--- config.mk ---
export PLATFORM = sky130hd
export DESIGN_NAME = dnr_regs
export DESIGN_NICKNAME = d
export VERILOG_FILES = /design/src/shared/dnr_pkg.sv /design/src/dnr_reinit_seq.sv /design/src/dnr_regs.sv
export SDC_FILE = /design/constraint.sdc
export NUM_CORES = 1
export LEC_CHECK = 0
export CAP_MARGIN = 20
export CORE_UTILIZATION = 50
export DETAILED_ROUTE_END_ITERATION = 8
export DONT_BUFFER_PORTS = 1
export SLEW_MARGIN = 20
export SYNTH_ARGS = -nofsm -noshare
export SYNTH_HDL_FRONTEND = slang
export SYNTH_SLANG_ARGS = --single-unit
--- constraint.sdc ---
create_clock -name clk -period 2.6 [get_ports clk]
set_clock_uncertainty 0.1 [all_clocks]
set_input_delay 0.39 -clock clk [delete_from_list [all_inputs] [get_ports clk]]
set_output_delay 0.39 -clock clk [all_outputs]
set_load 0.1 [all_outputs]
--- src/shared/dnr_pkg.sv ---
package dnr_pkg;
  // register byte addresses on the serial configuration port
  localparam logic [7:0] ADDR_OSC3_LOW = 8'h0B;
  localparam logic [7:0] ADDR_OSC3_HIGH = 8'h0C;
  localparam logic [7:0] ADDR_OSC4_LOW = 8'h0D;
  localparam logic [7:0] ADDR_OSC4_HIGH = 8'h0E;
  localparam logic [7:0] ADDR_CHOICE_SRC = 8'h0F;
  localparam logic [7:0] ADDR_CHOICE_CODE = 8'h10;
  localparam logic [7:0] ADDR_REINIT_MODE = 8'h11;
  // reset values
  localparam logic [7:0] RST_BYTE = 8'h00;
  // field positions and widths
  localparam int CHOICE_SRC_BIT = 0;
  localparam int CODE_W = 2;
  localparam int FREQ_W = 16;
  // one frequency step is fs / 2**FREQ_SHIFT
  localparam int FREQ_SHIFT = 16;
  // multiframe resets that each get a reinit pulse after a divider resync in first-double mode
  localparam logic [1:0] DOUBLE_PULSES = 2'h2;

  typedef enum logic [1:0] {
    OSC_ONE = 2'b00,
    OSC_TWO = 2'b01,
    OSC_THREE = 2'b10
  } dnr_osc_t;

  typedef enum logic [1:0] {
    MODE_EVERY = 2'b00,
    MODE_FIRST_RESYNC = 2'b01,
    MODE_FIRST_DOUBLE = 2'b10,
    MODE_START_ONLY = 2'b11
  } dnr_mode_t;

  // register access request (write or read) from the serial port decoder
  typedef struct packed {
    logic wr;
    logic rd;
    logic [7:0] addr;
    logic [7:0] wdata;
  } dnr_req_t;

  // synchronisation events seen by the reinit sequencer
  typedef struct packed {
    logic mf_reset;
    logic ddc_start;
    logic div_resync;
  } dnr_evt_t;
endpackage

--- src/dnr_reinit_seq.sv ---
`timescale 1ns/1ps
`default_nettype none
// decides when downconverters and oscillators get reinitialised
module dnr_reinit_seq
  import dnr_pkg::*;
(
  input wire logic clk, // system clock
  input wire logic rstn, // synchronous reset, low active
  input wire dnr_mode_t mode, // reinit mode field
  input wire dnr_evt_t evt, // sync event pulses
  output logic reinit // one-cycle reinit pulse, registered
);
  logic armed; // waiting for first multiframe reset after start
  logic next_armed;
  logic [1:0] pend; // multiframe resets still owed after a resync
  logic [1:0] next_pend;
  logic next_reinit;

  // next state of the sequencer
  always_comb begin
    next_armed = armed;
    next_pend = pend;
    next_reinit = 1'b0;
    if (evt.ddc_start) begin
      next_armed = 1'b1;
    end
    unique case (mode)
      MODE_EVERY: begin
        next_reinit = evt.mf_reset;
        next_pend = 2'h0;
      end
      MODE_FIRST_RESYNC: begin
        next_pend = 2'h0;
        if (armed && evt.mf_reset) begin
          next_reinit = 1'b1;
          next_armed = evt.ddc_start;
        end else if (!armed && evt.div_resync) begin
          next_reinit = 1'b1;
        end
      end
      MODE_FIRST_DOUBLE: begin
        if (armed && evt.mf_reset) begin
          next_reinit = 1'b1;
          next_armed = evt.ddc_start;
        end else if (!armed && evt.div_resync) begin
          next_pend = DOUBLE_PULSES;
        end else if (pend != 2'h0 && evt.mf_reset) begin
          next_reinit = 1'b1;
          next_pend = pend - 2'h1;
        end
      end
      MODE_START_ONLY: begin
        // multiframe resets ignored; latency not deterministic here
        next_reinit = evt.ddc_start;
        next_armed = 1'b0;
        next_pend = 2'h0;
      end
    endcase
  end

  // register sequencer state
  always_ff @(posedge clk) begin
    if (!rstn) begin
      armed <= 1'b0;
      pend <= 2'h0;
      reinit <= 1'b0;
    end else begin
      armed <= next_armed;
      pend <= next_pend;
      reinit <= next_reinit;
    end
  end

  every_mode_a: assert property (@(posedge clk) disable iff (!rstn)
    (mode == MODE_EVERY && $stable(mode) && evt.mf_reset) |=> reinit)
    else $error("reinit missed on multiframe reset");
  start_only_a: assert property (@(posedge clk) disable iff (!rstn)
    (mode == MODE_START_ONLY && !evt.ddc_start) |=> !reinit)
    else $error("reinit without start in start-only mode");
endmodule
`default_nettype wire

--- src/dnr_regs.sv ---
`timescale 1ns/1ps
`default_nettype none
module dnr_regs
  import dnr_pkg::*;
(
  input wire logic clk, // system clock, 40 MHz
  input wire logic rstn, // synchronous reset, low active
  input wire dnr_req_t req, // decoded serial port access
  input wire logic [CODE_W-1:0] pin_choice, // oscillator choice from gpio pins
  input wire logic dual_band_en, // channel dual band enable
  input wire dnr_evt_t evt, // multiframe, start and resync pulses
  output logic [7:0] rdata, // read data, registered
  output logic rvalid, // read data valid pulse
  output logic [FREQ_W-1:0] osc3_freq, // first band oscillator three word
  output logic [FREQ_W-1:0] osc4_freq, // second band word, zero when single band
  output logic osc4_active, // second band oscillator running
  output logic [CODE_W-1:0] active_osc, // oscillator in use on first band
  output logic reinit // reinit pulse to downconverters and oscillators
);
  logic [7:0] osc3_low, osc3_high, osc4_low, osc4_high; // frequency bytes
  logic [7:0] next_osc3_low, next_osc3_high, next_osc4_low, next_osc4_high;
  logic choice_src; // 1 selects the pins
  logic next_choice_src;
  logic [CODE_W-1:0] choice_code; // register oscillator code
  logic [CODE_W-1:0] next_choice_code;
  dnr_mode_t mode; // reinit mode field
  dnr_mode_t next_mode;
  logic [7:0] next_rdata;
  logic next_rvalid;
  logic [FREQ_W-1:0] next_osc3_freq, next_osc4_freq;
  logic next_osc4_active;
  logic [CODE_W-1:0] raw_choice; // code before filtering 11
  logic [CODE_W-1:0] next_active_osc;

  // register writes; upper bits of narrow registers are discarded,
  // software is expected to write them as zero anyway
  always_comb begin
    next_osc3_low = osc3_low;
    next_osc3_high = osc3_high;
    next_osc4_low = osc4_low;
    next_osc4_high = osc4_high;
    next_choice_src = choice_src;
    next_choice_code = choice_code;
    next_mode = mode;
    if (req.wr) begin
      unique case (req.addr)
        ADDR_OSC3_LOW: next_osc3_low = req.wdata;
        ADDR_OSC3_HIGH: next_osc3_high = req.wdata;
        ADDR_OSC4_LOW: next_osc4_low = req.wdata;
        ADDR_OSC4_HIGH: next_osc4_high = req.wdata;
        ADDR_CHOICE_SRC: next_choice_src = req.wdata[CHOICE_SRC_BIT];
        ADDR_CHOICE_CODE: next_choice_code = req.wdata[CODE_W-1:0];
        ADDR_REINIT_MODE: next_mode = dnr_mode_t'(req.wdata[1:0]);
        default: ; // unmapped writes ignored
      endcase
    end
  end

  // read path; write-only zero bits read back as zero
  always_comb begin
    next_rvalid = req.rd;
    next_rdata = 8'h00;
    if (req.rd) begin
      unique case (req.addr)
        ADDR_OSC3_LOW: next_rdata = osc3_low;
        ADDR_OSC3_HIGH: next_rdata = osc3_high;
        ADDR_OSC4_LOW: next_rdata = osc4_low;
        ADDR_OSC4_HIGH: next_rdata = osc4_high;
        ADDR_CHOICE_SRC: next_rdata = {7'h00, choice_src};
        ADDR_CHOICE_CODE: next_rdata = {6'h00, choice_code};
        ADDR_REINIT_MODE: next_rdata = {6'h00, mode};
        default: next_rdata = 8'h00; // unmapped reads as zero
      endcase
    end
  end

  // datapath outputs: words are raw phase steps of fs/2^16 each
  always_comb begin
    next_osc3_freq = {osc3_high, osc3_low};
    // gate band two so a stale word cannot leak in single band
    next_osc4_active = dual_band_en;
    next_osc4_freq = dual_band_en ? {osc4_high, osc4_low} : 16'h0000;
    raw_choice = choice_src ? pin_choice : choice_code;
    // undefined code 11 holds the last valid oscillator
    next_active_osc = (raw_choice == 2'h3) ? active_osc : raw_choice;
  end

  // register all state and outputs
  always_ff @(posedge clk) begin
    if (!rstn) begin
      osc3_low <= RST_BYTE;
      osc3_high <= RST_BYTE;
      osc4_low <= RST_BYTE;
      osc4_high <= RST_BYTE;
      choice_src <= 1'b0;
      choice_code <= 2'h0;
      mode <= MODE_EVERY;
      rdata <= 8'h00;
      rvalid <= 1'b0;
      osc3_freq <= 16'h0000;
      osc4_freq <= 16'h0000;
      osc4_active <= 1'b0;
      active_osc <= 2'h0;
    end else begin
      osc3_low <= next_osc3_low;
      osc3_high <= next_osc3_high;
      osc4_low <= next_osc4_low;
      osc4_high <= next_osc4_high;
      choice_src <= next_choice_src;
      choice_code <= next_choice_code;
      mode <= next_mode;
      rdata <= next_rdata;
      rvalid <= next_rvalid;
      osc3_freq <= next_osc3_freq;
      osc4_freq <= next_osc4_freq;
      osc4_active <= next_osc4_active;
      active_osc <= next_active_osc;
    end
  end

  // reinit sequencing lives in its own module
  dnr_reinit_seq u_seq (
    .clk(clk),
    .rstn(rstn),
    .mode(mode),
    .evt(evt),
    .reinit(reinit)
  );

  osc3_write_a: assert property (@(posedge clk) disable iff (!rstn)
    (req.wr && req.addr == ADDR_OSC3_LOW) |-> ##2 osc3_freq[7:0] == $past(req.wdata, 2))
    else $error("oscillator three low byte not applied");
  single_band_a: assert property (@(posedge clk) disable iff (!rstn)
    !$past(dual_band_en) |-> (osc4_freq == 16'h0000 && !osc4_active))
    else $error("band two word visible in single band");
  pin_choice_a: assert property (@(posedge clk) disable iff (!rstn)
    (choice_src && pin_choice != 2'h3) |=> active_osc == $past(pin_choice))
    else $error("pin choice not followed");
  reg_choice_a: assert property (@(posedge clk) disable iff (!rstn)
    (!choice_src && choice_code != 2'h3) |=> active_osc == $past(choice_code))
    else $error("register choice not followed");
  hold_code_a: assert property (@(posedge clk) disable iff (!rstn)
    (raw_choice == 2'h3) |=> $stable(active_osc))
    else $error("code 11 changed the oscillator");
  mode_read_a: assert property (@(posedge clk) disable iff (!rstn)
    (req.rd && req.addr == ADDR_REINIT_MODE) |=> rvalid && rdata[7:2] == 6'h00)
    else $error("mode register upper bits not zero");
endmodule
`default_nettype wire

==> run metrics <==
sinks on the clock net=between 80 and 90; part of the total power dissipated in sequential elements=between 50% and 60%; final cell count without fillers=about 440; num ports=71; cts repair resizes=0; worst min-delay path startpoint=rstn; total leakage power=between 1.5 and 2 nW; final-report max-slew violation count=0; commonest non-fill, non-tap cell in the layout=sky130_fd_sc_hd__dfxtp_1; die outline area=6880 sq um; Reg2Reg Setup Slack=1.08 ns; fraction of synthesized cell area taken by the top area cell type=between 50% and 60%; class of the tightest hold or removal check=input port to flop; Total GRT Usage=a little over a fifth; Worst Setup Path Type=flop to output port; maximum vdd ir drop=about 0.32 mV; type of element launching the critical path=flop; leading post-synthesis cells by cell area=sky130_fd_sc_hd__dfxtp_1, sky130_fd_sc_hd__mux2i_1, sky130_fd_sc_hd__and2_1, sky130_fd_sc_hd__and3_1, sky130_fd_sc_hd__nor2_1; relative slew slack=between 30% and 40%; worst reg2reg path endpoint=u_seq.pend[1]; final wirelength=~7.2 mm; top metal layer carrying routed signals=met4; nets in the synthesized netlist=340; H-Tree Depth=3; arrival time at the worst endpoint=between 1 and 1.5 ns; top flip-flop cell by instance count after synthesis=sky130_fd_sc_hd__dfxtp_1; count of endpoints failing setup in the final report=0; leading area contributor after synthesis=sky130_fd_sc_hd__dfxtp_1; placed cell count=approximately 420; antenna violations before repair=0; die span in x=83.0 um; share of synthesized cell area in and, or, nand and nor gates=21.3%; Worst Tran Pin Value=0.934 ns; Total Negative Setup Slacks=0 ns; final worst-path cycle share=about 69%; global placement routability congestion=slightly below 0.8; fraction of synthesized area in multiplexers=around 16%; run status=complete, no violations; Seq/Total Area, Yosys=51.9%; largest fanout on the critical path=1; part of the power in the clock network=39.2%; Post-DP HPWL=between 4 and 5 mm; number of rows in the core area=29; cell area power density=~600 nW/um^2; adder-cell area share of the yosys netlist=between 1.5 and 2%; detail-routed net length per standard cell=between 15 and 20 um; wire length of the first global-routing pass=roughly 12 mm; TritonCTS clock tree=built; detailed-routed wire length on met3=426 um; mean instance size in the synthesized netlist=between 10 and 15 sq um; vias per cell=roughly 5.4; largest buffer count on any clock path=2; final setup slack of the worst path=between 0.8 and 0.9 ns; Critical Path End Type=output port; sw frac=about a quarter; r2r worst-path depth=6; post-route met1 wirelength=roughly 3.6 mm; RSZ-0062 raised after global routing=no; antenna violation net count after detailed routing=0; fraction of final layout cells sized beyond drive strength 1=26.9%; Syn Std Cell Area=between 3000 and 4000 sq um; CTS clk-pin slew, worst paths=0.09 ns; buffer count from post-CTS setup fixing=0; CTS root buffer=sky130_fd_sc_hd__clkbuf_8; drt initial violations=about 150; count of state elements after synthesis=85; CP Data Required Time=roughly 2.1 ns; Place WS=between 0.5 and 0.6 ns; area growth from synthesis to layout=18.1%; height of the die=roughly 83 um; number of vias in the routed layout=2340; max cap viols=0; worst reg2reg path startpoint=u_seq.pend[0]; port bufs=0; Int Pwr=~1.7 mW; post-synthesis share of cell area spent on xor and xnor gates=0%; Post-synth ARST share=0%; worst hold path endpoint=osc4_active; gate count of the mapped netlist=around 300; maximum operating frequency=roughly 560 MHz; Diodes inserted=0; min cycle time layout=between 1.5 and 2 ns; cts-stage hold buffer count=0; core region area=6350 sq um; post-route cell area=3870 sq um; final number of hold-violating endpoints=0; Worst-Skew Late Latency=0.35 ns; total clock buffers created by CTS=9; met2 layer wire length in the routed design=between 3 and 4 mm; Cells on Worst Hold Path=1; largest net degree at the start of global routing=40; fraction of power consumed by combinational cells=under 10%; complex-gate fraction of the synthesized area=about 6.3%; number of warning messages in the yosys log=0; number of global-route vias before repair=around 2.2k; number of synthesized flops with an enable pin=0; number of iterations in the first detailed-routing pass=5; combinational family with the most area after synthesis=simple AND/OR/NAND/NOR gates; net load switching power=0.554 mW; number of nets in the layout=between 300 and 400; cell area after placement=between 3000 and 4000 sq um; effective utilization at floorplan=between 50% and 60%; number of remaining DRC errors=0; GR Overflow Total=0; post-synthesis cell type count=39; top library cells by usage in the layout, fill and taps aside=sky130_fd_sc_hd__dfxtp_1, sky130_fd_sc_hd__buf_4, sky130_fd_sc_hd__mux2i_1, sky130_fd_sc_hd__nor2_1, sky130_fd_sc_hd__and2_1
[synthesized netlist by cell type (5+ instances only)]
cell type,number
sky130_fd_sc_hd__a21oi_1,12
sky130_fd_sc_hd__and2_1,18
sky130_fd_sc_hd__and3_1,17
sky130_fd_sc_hd__clkbuf_1,9
sky130_fd_sc_hd__dfxtp_1,85
sky130_fd_sc_hd__ha_1,5
sky130_fd_sc_hd__inv_1,9
sky130_fd_sc_hd__mux2_2,9
sky130_fd_sc_hd__mux2i_1,41
sky130_fd_sc_hd__nand2_1,8
sky130_fd_sc_hd__nor2_1,28
sky130_fd_sc_hd__nor2_2,16
sky130_fd_sc_hd__nor3_1,6
[power by group through the flow]
stage	Sequential [mW]	Combinational, mW	Clock (mW)
after detailed placement	1.34	0.0650	0
after CTS	1.31	0.0655	0.915
after global placement	1.34	0.0649	0
after floorplan	1.36	0.0567	0
final	1.31	0.0651	0.890
after global routing	1.31	0.0700	0.972
[kinds of logic after synthesis]
kind of cell,count (synthesis)
flops,85
compound gates,31
fa+ha+maj,5
buf+inv,23
simple gates,115
mux,50
[area by class of cell]
cell class	count	area, sq um
Tap cell	77	96.3
Timing Repair Buffer	49	368
Clock inverter	6	53.8
Clock buffer	10	138
Sequential cell	85	1700
Inverter	9	33.8
Multi-Input combinational cell	201	1480
Fill cell	538	2480
[state kept, by name (all words and copies together), names as in the netlist]
register,count
mode,2
osc4_high,8
u_seq.pend,2
choice_code,2
osc3_freq,16
osc4_active,1
choice_src,1
osc4_freq,16
u_seq.reinit,1
osc3_low,8
rdata,8
osc3_high,8
rvalid,1
u_seq.armed,1
osc4_low,8
active_osc,2
[worst max path at each step]
stage	cells after the start	end	startpoint	slack, ns
2_1_floorplan	5	osc4_high[1]	req[13]	0.57
3_3_place_gp	5	osc3_low[3]	req[13]	0.61
3_5_place_dp	5	osc3_low[5]	req[13]	0.56
4_1_cts	0	osc3_freq[3]	osc3_freq[3]	0.80
5_1_grt	0	osc4_freq[5]	osc4_freq[5]	0.78
6_report	0	osc4_freq[5]	osc4_freq[5]	0.81
[metrics by stage]
step | power [mW] | hold WS (ns) | util [%]
4_1_cts | 2.29 | 0.0408 | 60.9
3_3_place_gp | 1.41 | 0.355 | 57.9
3_5_place_dp | 1.41 | 0.364 | 57.9
6_report | 2.27 | 0.0584 | 60.9
2_1_floorplan | 1.41 | 0.344 | -
5_1_grt | 2.36 | 0.0417 | 60.9
[layer usage]
metal,up-vias,global-route usage [%]
met5,-,0
met4,0,7.21
met3,5,5.86
met2,80,32.4
met1,1092,30.3
li1,1163,-
(Power assumes the default switching activity.)
